`src/rtl/sit_pkg.sv`:
```
package sit_pkg;

	// Frame layout
	localparam int FRAME_BITS   = 32;
	localparam int ADDR_MSB     = 31;
	localparam int ADDR_LSB     = 25;
	localparam int RW_BIT       = 24;
	localparam int RSP_FAULT    = 23;
	localparam int RSP_FLAG     = 22;
	localparam int RSP_DATA_W   = 22;

	// Register addresses
	localparam logic [6:0] ADDR_PROG_MASK = 7'h0d;
	localparam logic [6:0] ADDR_GND_MASK  = 7'h0e;
	localparam logic [6:0] ADDR_SLEEP_CFG = 7'h0f;

	// Widths and reset values
	localparam int PROG_INPUTS = 8;
	localparam int GND_INPUTS  = 14;
	localparam int ALL_INPUTS  = PROG_INPUTS + GND_INPUTS;
	localparam logic [7:0]  PROG_MASK_RST = 8'hff;
	localparam logic [13:0] GND_MASK_RST  = 14'h3fff;
	localparam logic [7:0]  SLEEP_CFG_RST = 8'h0f;

	// Config fields
	localparam int WAKE_SEL_MSB = 7;
	localparam int WAKE_SEL_LSB = 4;
	localparam int POLL_SEL_MSB = 3;
	localparam int POLL_SEL_LSB = 0;
	localparam logic [3:0] WAKE_OFF = 4'h0;

	// Timing
	localparam int CLK_HZ      = 20_000_000;
	localparam int MS_CYCLES   = CLK_HZ / 1000;
	localparam int GND_ON_US   = 64;
	localparam int PROG_ON_US  = 128;
	localparam int GND_ON_CYC  = (GND_ON_US * (CLK_HZ / 1_000_000) > 0) ?
		GND_ON_US * (CLK_HZ / 1_000_000) : 1;
	localparam int PROG_ON_CYC = (PROG_ON_US * (CLK_HZ / 1_000_000) > 0) ?
		PROG_ON_US * (CLK_HZ / 1_000_000) : 1;
	localparam int MS_W        = 10;
	localparam int ON_W        = 16;

	function automatic logic [MS_W-1:0] wake_ms(input logic [3:0] sel);
		case (sel)
			4'h1: wake_ms = 10'd6;
			4'h2: wake_ms = 10'd12;
			4'h3: wake_ms = 10'd24;
			4'h4: wake_ms = 10'd48;
			4'h5: wake_ms = 10'd96;
			4'h6: wake_ms = 10'd192;
			4'h7: wake_ms = 10'd394;
			4'h8: wake_ms = 10'd4;
			4'h9: wake_ms = 10'd8;
			4'ha: wake_ms = 10'd16;
			4'hb: wake_ms = 10'd32;
			4'hc: wake_ms = 10'd64;
			4'hd: wake_ms = 10'd128;
			4'he: wake_ms = 10'd256;
			4'hf: wake_ms = 10'd512;
			default: wake_ms = 10'd0;
		endcase
	endfunction

	function automatic logic [MS_W-1:0] poll_ms(input logic [3:0] sel);
		case (sel)
			4'h0: poll_ms = 10'd3;
			4'h1: poll_ms = 10'd6;
			4'h2: poll_ms = 10'd12;
			4'h3: poll_ms = 10'd24;
			4'h4: poll_ms = 10'd48;
			4'h5: poll_ms = 10'd68;
			4'h6: poll_ms = 10'd76;
			4'h7: poll_ms = 10'd128;
			4'h8: poll_ms = 10'd32;
			4'h9: poll_ms = 10'd36;
			4'ha: poll_ms = 10'd40;
			4'hb: poll_ms = 10'd44;
			4'hc: poll_ms = 10'd52;
			4'hd: poll_ms = 10'd56;
			4'he: poll_ms = 10'd60;
			default: poll_ms = 10'd64;
		endcase
	endfunction

endpackage

```
`src/rtl/sit_switch_cfg.sv`:
```
`timescale 1ns/1ps
// Behaviour
// - Masked-off input never raises interrupt
// - Enabled input change in Normal raises interrupt
// - Masks writable any time in Normal
// - All enable bits reset to one
// - Programmable mask at 0x0d, bits 7-0
// - Ground mask at 0x0e, bits 13-0
// - Sleep config at 0x0f, wake/poll fields
// - Wake timer expiry leaves sleep, interrupts
// - Wake select zero disables timer wake
// - Wake select code to interval table
// - Wake select resets to zero
// - Polling event every poll period in sleep
// - Poll currents on for fixed windows
// - Poll select table, reset 1111
module sit_switch_cfg
	import sit_pkg::*;
#(
	parameter int MS_CYC = MS_CYCLES
)
(
	// Clock and reset
	input  wire logic                   mclk,
	input  wire logic                   srst,
	// Serial port pins
	input  wire logic                   sclk,
	input  wire logic                   cs_n,
	input  wire logic                   mosi,
	output logic                        miso,
	output logic                        miso_oe,
	// Switch inputs and status pins
	input  wire logic [PROG_INPUTS-1:0] programmable_inputs,
	input  wire logic [GND_INPUTS-1:0]  ground_switch_inputs,
	input  wire logic                   fault_in,
	input  wire logic                   sleep_req,
	// Outputs
	output logic                        irq_n,
	output logic                        irq_pending_flag,
	output logic                        sleep_state,
	output logic                        poll_gnd_on,
	output logic                        poll_prog_on
);

	if (MS_CYC < 2 || MS_CYC > (1 << 24) - 1)
		$error("MS_CYC out of range");

	typedef struct packed {
		logic                  sclk_s1, sclk_s2, sclk_d;
		logic                  csn_s1, csn_s2, csn_d;
		logic                  mosi_s1, mosi_s2;
		logic                  flt_s1, flt_s2;
		logic                  slp_s1, slp_s2, slp_d;
		logic [ALL_INPUTS-1:0] sw_s1, sw_s2, sw_d;
		logic [31:0]           sh_in;
		logic [31:0]           sh_out;
		logic [5:0]            bits;
		logic                  miso;
		logic [6:0]            last_addr;
		logic [7:0]            prog_mask;
		logic [13:0]           gnd_mask;
		logic [7:0]            cfg;
		logic                  flag;
		logic                  sleep;
		logic [23:0]           ms_cnt;
		logic                  ms_tick;
		logic [ON_W-1:0]       gnd_cnt;
		logic [ON_W-1:0]       prog_cnt;
		logic                  gnd_on;
		logic                  prog_on;
	} sit_state_t;

	sit_state_t st;
	sit_state_t next_st;
	logic       poll_evt;
	logic       wake_evt;

	function automatic logic [RSP_DATA_W-1:0] reg_data(input sit_state_t s, input logic [6:0] a);
		case (a)
			ADDR_PROG_MASK: reg_data = {14'h0000, s.prog_mask};
			ADDR_GND_MASK:  reg_data = {8'h00, s.gnd_mask};
			ADDR_SLEEP_CFG: reg_data = {14'h0000, s.cfg};
			default:        reg_data = 22'h000000;
		endcase
	endfunction

	sit_ms_timer u_poll (
		.mclk      (mclk),
		.srst      (srst),
		.run       (st.sleep),
		.ms_tick   (st.ms_tick),
		.period_ms (poll_ms(st.cfg[POLL_SEL_MSB:POLL_SEL_LSB])),
		.expire    (poll_evt)
	);

	sit_ms_timer u_wake (
		.mclk      (mclk),
		.srst      (srst),
		.run       (st.sleep && st.cfg[WAKE_SEL_MSB:WAKE_SEL_LSB] != WAKE_OFF),
		.ms_tick   (st.ms_tick),
		.period_ms (wake_ms(st.cfg[WAKE_SEL_MSB:WAKE_SEL_LSB])),
		.expire    (wake_evt)
	);

	always_comb
	begin
		logic                  sclk_rise;
		logic                  sclk_fall;
		logic                  csn_fall;
		logic                  csn_rise;
		logic                  irq_evt;
		logic [ALL_INPUTS-1:0] chg;
		logic [6:0]            addr;
		logic [23:0]           wdata;
		sclk_rise = 1'b0;
		sclk_fall = 1'b0;
		csn_fall  = 1'b0;
		csn_rise  = 1'b0;
		irq_evt   = 1'b0;
		chg       = '0;
		addr      = '0;
		wdata     = '0;
		next_st = st;

		// Pin synchronisers
		next_st.sclk_s1 = sclk;
		next_st.sclk_s2 = st.sclk_s1;
		next_st.sclk_d  = st.sclk_s2;
		next_st.csn_s1  = cs_n;
		next_st.csn_s2  = st.csn_s1;
		next_st.csn_d   = st.csn_s2;
		next_st.mosi_s1 = mosi;
		next_st.mosi_s2 = st.mosi_s1;
		next_st.flt_s1  = fault_in;
		next_st.flt_s2  = st.flt_s1;
		next_st.slp_s1  = sleep_req;
		next_st.slp_s2  = st.slp_s1;
		next_st.slp_d   = st.slp_s2;
		next_st.sw_s1   = {ground_switch_inputs, programmable_inputs};
		next_st.sw_s2   = st.sw_s1;
		next_st.sw_d    = st.sw_s2;

		sclk_rise = st.sclk_s2 && !st.sclk_d;
		sclk_fall = !st.sclk_s2 && st.sclk_d;
		csn_fall  = !st.csn_s2 && st.csn_d;
		csn_rise  = st.csn_s2 && !st.csn_d;

		// Millisecond prescaler shared by both timers
		next_st.ms_tick = 1'b0;
		if (st.ms_cnt == 24'(MS_CYC - 1))
		begin
			next_st.ms_cnt  = '0;
			next_st.ms_tick = 1'b1;
		end
		else
			next_st.ms_cnt = st.ms_cnt + 24'd1;

		// Serial shifter, sample on rising and shift on falling clock edge
		if (csn_fall)
		begin
			next_st.bits   = '0;
			next_st.sh_out = {st.last_addr, 1'b0, st.flt_s2, st.flag,
				reg_data(st, st.last_addr)};
			next_st.miso   = st.last_addr[6];
			// Any host access brings the device back to Normal mode
			next_st.sleep  = 1'b0;
		end
		else if (!st.csn_s2)
		begin
			if (sclk_rise)
			begin
				next_st.sh_in = {st.sh_in[30:0], st.mosi_s2};
				if (st.bits != 6'(FRAME_BITS))
					next_st.bits = st.bits + 6'd1;
			end
			if (sclk_fall)
			begin
				next_st.sh_out = {st.sh_out[30:0], 1'b0};
				next_st.miso   = st.sh_out[30];
			end
		end

		// Frames shorter than 32 bits are dropped whole; longer ones keep their last 32 bits
		if (csn_rise && st.bits == 6'(FRAME_BITS))
		begin
			addr  = st.sh_in[ADDR_MSB:ADDR_LSB];
			wdata = st.sh_in[23:0];
			next_st.last_addr = addr;
			next_st.flag      = 1'b0;
			if (st.sh_in[RW_BIT])
			begin
				case (addr)
					ADDR_PROG_MASK: next_st.prog_mask = wdata[7:0];
					ADDR_GND_MASK:  next_st.gnd_mask = wdata[13:0];
					ADDR_SLEEP_CFG: next_st.cfg = wdata[7:0];
					default: ;
				endcase
			end
		end

		// Change detection only in Normal mode
		chg     = st.sw_s2 ^ st.sw_d;
		irq_evt = !st.sleep && |(chg & {st.gnd_mask, st.prog_mask});

		if (st.slp_s2 && !st.slp_d && st.csn_s2)
		begin
			next_st.sleep = 1'b1;
			// Restart the prescaler so the first timed event is a full period after entry
			if (!st.sleep)
			begin
				next_st.ms_cnt  = '0;
				next_st.ms_tick = 1'b0;
			end
		end

		if (wake_evt && st.sleep)
		begin
			next_st.sleep = 1'b0;
			irq_evt = 1'b1;
		end

		// Set wins over a clear in the same cycle
		if (irq_evt)
			next_st.flag = 1'b1;

		// Polling current windows
		if (poll_evt && st.sleep)
		begin
			next_st.gnd_cnt  = ON_W'(GND_ON_CYC);
			next_st.prog_cnt = ON_W'(PROG_ON_CYC);
			next_st.gnd_on   = 1'b1;
			next_st.prog_on  = 1'b1;
		end
		else
		begin
			if (st.gnd_cnt != '0)
				next_st.gnd_cnt = st.gnd_cnt - ON_W'(1);
			if (st.prog_cnt != '0)
				next_st.prog_cnt = st.prog_cnt - ON_W'(1);
			next_st.gnd_on  = st.gnd_cnt > ON_W'(1);
			next_st.prog_on = st.prog_cnt > ON_W'(1);
		end
	end

	always_ff @(posedge mclk)
	begin
		if (srst)
		begin
			st           <= '0;
			st.sclk_d    <= 1'b0;
			st.csn_s1    <= 1'b1;
			st.csn_s2    <= 1'b1;
			st.csn_d     <= 1'b1;
			st.prog_mask <= PROG_MASK_RST;
			st.gnd_mask  <= GND_MASK_RST;
			st.cfg       <= SLEEP_CFG_RST;
		end
		else
			st <= next_st;
	end

	assign miso             = st.miso;
	assign miso_oe          = !st.csn_s2;
	assign irq_n            = !st.flag;
	assign irq_pending_flag = st.flag;
	assign sleep_state      = st.sleep;
	assign poll_gnd_on      = st.gnd_on;
	assign poll_prog_on     = st.prog_on;

endmodule

```
`src/rtl/sit_ms_timer.sv`:
```
`timescale 1ns/1ps
module sit_ms_timer
	import sit_pkg::*;
(
	// Clock and reset
	input  wire logic            mclk,
	input  wire logic            srst,
	// Control
	input  wire logic            run,
	input  wire logic            ms_tick,
	input  wire logic [MS_W-1:0] period_ms,
	// Event
	output logic                 expire
);

	typedef struct packed {
		logic [MS_W-1:0] cnt;
		logic            expire;
	} sit_tmr_t;

	sit_tmr_t st;
	sit_tmr_t next_st;

	always_comb
	begin
		next_st = st;
		next_st.expire = 1'b0;
		if (!run)
			next_st.cnt = '0;
		else if (ms_tick)
		begin
			// Period change takes effect at the next ms tick, checked against the running count
			if (st.cnt + 10'd1 >= period_ms)
			begin
				next_st.cnt = '0;
				next_st.expire = 1'b1;
			end
			else
				next_st.cnt = st.cnt + 10'd1;
		end
	end

	always_ff @(posedge mclk)
	begin
		if (srst)
			st <= '0;
		else
			st <= next_st;
	end

	assign expire = st.expire;

endmodule

```
`config.mk`:
```
export PLATFORM = sky130hd
export DESIGN_NAME = sit_switch_cfg
export DESIGN_NICKNAME = d
export VERILOG_FILES = /design/src/rtl/sit_pkg.sv /design/src/rtl/sit_switch_cfg.sv /design/src/rtl/sit_ms_timer.sv
export SDC_FILE = /design/constraint.sdc
export NUM_CORES = 1
export LEC_CHECK = 0
export ABC_AREA = 1
export BUFFER_PORTS_ARGS = -buffer_cell sky130_fd_sc_hd__buf_2
export CAP_MARGIN = 20
export CELL_PAD_IN_SITES_DETAIL_PLACEMENT = 1
export CELL_PAD_IN_SITES_GLOBAL_PLACEMENT = 2
export CORE_ASPECT_RATIO = 1.4
export CORE_UTILIZATION = 41
export CTS_BUF_LIST = sky130_fd_sc_hd__clkbuf_4
export DETAILED_ROUTE_END_ITERATION = 10
export HOLD_SLACK_MARGIN = 0.06
export PLACE_DENSITY_LB_ADDON = 0.1
export RECOVER_POWER = 25
export SLEW_MARGIN = 20
export SYNTH_ARGS = -nofsm -noshare
export SYNTH_HDL_FRONTEND = slang
export SYNTH_HIERARCHICAL = 1
export SYNTH_SLANG_ARGS = --single-unit
export TNS_END_PERCENT = 30
```
`constraint.sdc`:
```
create_clock -name mclk -period 4.4 [get_ports mclk]
set_input_delay 0 -clock mclk [delete_from_list [all_inputs] [get_ports mclk]]
set_output_delay 0 -clock mclk [all_outputs]
set_load 0.05 [all_outputs]
```
==> run summary <==
Total GRT Usage -> 0.227
Slowest stage cell, crit path -> clkbuf_1
Clk_lat worst skew -> 0.70 ns
Starting Density -> 0.419
DRT antenna net count -> 0
Leak -> 6.51 nW
CP max FO -> 43
Gate Count Post-Synth -> 1,691
Slew margin rel. -> -0.244
Wire length per cell -> 14.9 um
Main synth FF type -> dfxtp_1
DRC Markers -> 0
RSZ-0062 raised after global routing -> no
Syn avg cell area -> 7.44 um2
Vias in the first global route -> 12.1k
TritonCTS clock tree -> done
Yosys top cell area share -> 0.455
CTS Buf Count -> 76
Final period utilization -> 0.724
Setup violations, final -> 0
Synth-to-Final Area Change -> 17.4%
Post-layout util -> 0.492
Power Density -> 421 mW/mm2
1st-iter DRT viols -> 388
Clock buffer depth -> 3
Post-synth EDFFs -> 0
Fin crit period -> 3.18 ns
CP Cell Sequence -> dlygate4sd3_1 > clkbuf_1 > clkbuf_1 > nor2_1 > dlygate4sd3_1
Final TNS setup -> 0 ns
# clock sinks -> 286
IO Port Bufs -> 35
Critical setup path kind -> in -> reg
Aggregate routed wire length -> 34,100 um
Synth unique cells -> 53
Clk slew on worst S/H paths -> 0.07 ns
TritonRoute pass-1 iters -> 6
Routed via count -> 11.2k
FFs w/ async S/R, synth -> 0
CTS root buffer -> clkbuf_4
Outcome -> complete, but fails checks
Congestion Overflow GR -> 0
# IOs -> 36
DIE AREA -> 0.0314 mm2
Synth area leaders -> dfxtp_1 (46%), nand2_1 (10%), nor2_1 (7.6%), inv_1 (7.3%), nand3_1 (3.9%)
Largest net degree at the start of global routing -> 56
Post-synthesis sequential area ratio -> 0.455
H-tree levels -> 3
Type of origin of the critical path -> primary input
Final nets -> 1,911
Vias/cell -> 4.91
Fraction of layout cells with a size suffix above 1 -> 0.121
Syn. warnings -> 6
Reported max-cap violation count -> 1
First-pass GRT wire length -> 56,900 um
Hold Crit Class -> reg -> reg
Setup crit end kind -> flip-flop
Core ar. -> 0.0300 mm2
GPL Wtd Cong -> 0.801
Failing checks -> capacitance limit, slew limit
Slew Limit Fails -> 44
Required time of the critical path -> 4.96 ns
Synth Cell Area -> 0.0126 mm2
Yosys top cell by area -> dfxtp_1
Max stage delay on crit path -> 1.41 ns
Synthesized flop and latch total -> 286
Worst Tran Pin Value -> 1.87 ns
Hpwl dp -> 22,600 um
Initial antenna violation count -> 1
Die H -> 209 um
Hold Vio Cnt, Final -> 0
Clock Skews -> 0.0374 ns
Arr. time, crit path -> 3.74 ns
Die W -> 150 um
Row count -> 75
Cells resized by post-CTS repair -> 0
VDD IR max -> 0.243 mV
Max Fclk -> 0.314 GHz
## layer usage
layer | share of wire | global-route usage
met1 | 0.40 | 0.233
met2 | 0.54 | 0.431
met3 | 0.028 | 0.0454
met4 | 0.032 | 0.101
met5 | 0 | 0
## timing repair
action | CTS | global route
hold buffers | 76 | 0
buffers inserted | 0 | 0
setup endpoints to repair | 0 | 0
hold endpoints to repair | 104 | 0
## stage by stage
step,total power [mW],std cells,cell area (um2),hold WS (ns),worst slack (ns)
after detailed placement,3.93,2074,13100,0.190,1.89
after CTS,6.32,2284,14800,0.197,1.87
after global routing,6.63,2285,14800,0.421,0.948
final,6.22,2285,14800,0.403,1.22
after floorplan,3.68,1693,12600,0.104,2.33
after global placement,3.90,2074,13100,0.181,2.00
## worst max-delay path, delay by kind of cell
family | cells | cell delay [ns]
simple gates | 1 | 0.15
buf+inv | 4 | 3.54
## Yosys cell counts (3+ instances only)
cell type and n:
a21oi_2 3, inv_1 244, a21oi_1 90, clkbuf_1 26, a31oi_1 12, o211ai_1 25
ha_1 39, nor2_1 256, nand2_1 334, nor3_1 31, nor2_2 7, nand4_1 18
nand2_2 11, nor3b_1 4, buf_2 14, nor4_1 8, xnor2_1 9, o21ai_0 57
xor2_1 17, clkinv_1 4, nand3b_1 9, o22ai_1 8, nor3_2 6, nand3_2 10
nand2_4 4, dfxtp_1 286, or2_2 8, inv_2 11, a211oi_1 5, nand3_4 3
nand3_1 99, nor2_4 4
## placed cells by master, fill, tap and decap left out, types with 11 or more instances in the layout
master           n
a21oi_1         90
a31oi_1         12
buf_2           31
clkbuf_4       115
clkinv_1        19
dfxtp_1        286
dlygate4sd3_1   76
ha_1            39
inv_1          244
inv_2           14
nand2_1        334
nand2_2         11
nand3_1         99
nand4_1         18
nor2_1         257
nor3_1          31
o211ai_1        25
o21ai_0         57
xor2_1          17
## cell type report
cell class | count | area, um2
fill | 3847 | 15300
sequential | 286 | 5730
multi-input combinational | 1103 | 5680
inverter | 260 | 978
timing repair buffer | 116 | 965
clock buffer | 115 | 863
tap | 385 | 482
clock inverter | 19 | 75.1
antenna | 1 | 2.50
## registers in the layout (all words and copies together) (netlist names), named ones only
name,count
st,190
sleep_state,1
u_poll/st,10
u_wake/st,10
irq_pending_flag,1
u_poll/expire,1
poll_gnd_on,1
u_wake/expire,1
miso,1
next_st,52
poll_prog_on,1
## path summary, 6_finish.rpt
check,start,slack [ns],cells after the start,endpoint
setup / recovery,srst,1.22,5,next_st[194]
hold / removal,next_st[203],0.40,2,next_st[181]
setup reg to reg,st[242],1.59,9,st[113]
hold reg to reg,next_st[203],0.40,2,next_st[181]
## report_power, final
part	internal (mW)	total, mW	switching, mW
Clock	1.19	2.30	1.11
Sequential	2.74	2.87	0.124
Combinational	0.389	1.05	0.662
## logic make-up after synthesis
kind of cell | synth area share
AND/OR/NAND/NOR | 0.296
buffers and inverters | 0.0932
flip-flops | 0.455
AO/OA/AOI/OAI | 0.0959
adder cells (fa/ha/maj) | 0.0388
XOR/XNOR | 0.0207
other | 0.000298
Power figures use the tool's default switching activity.
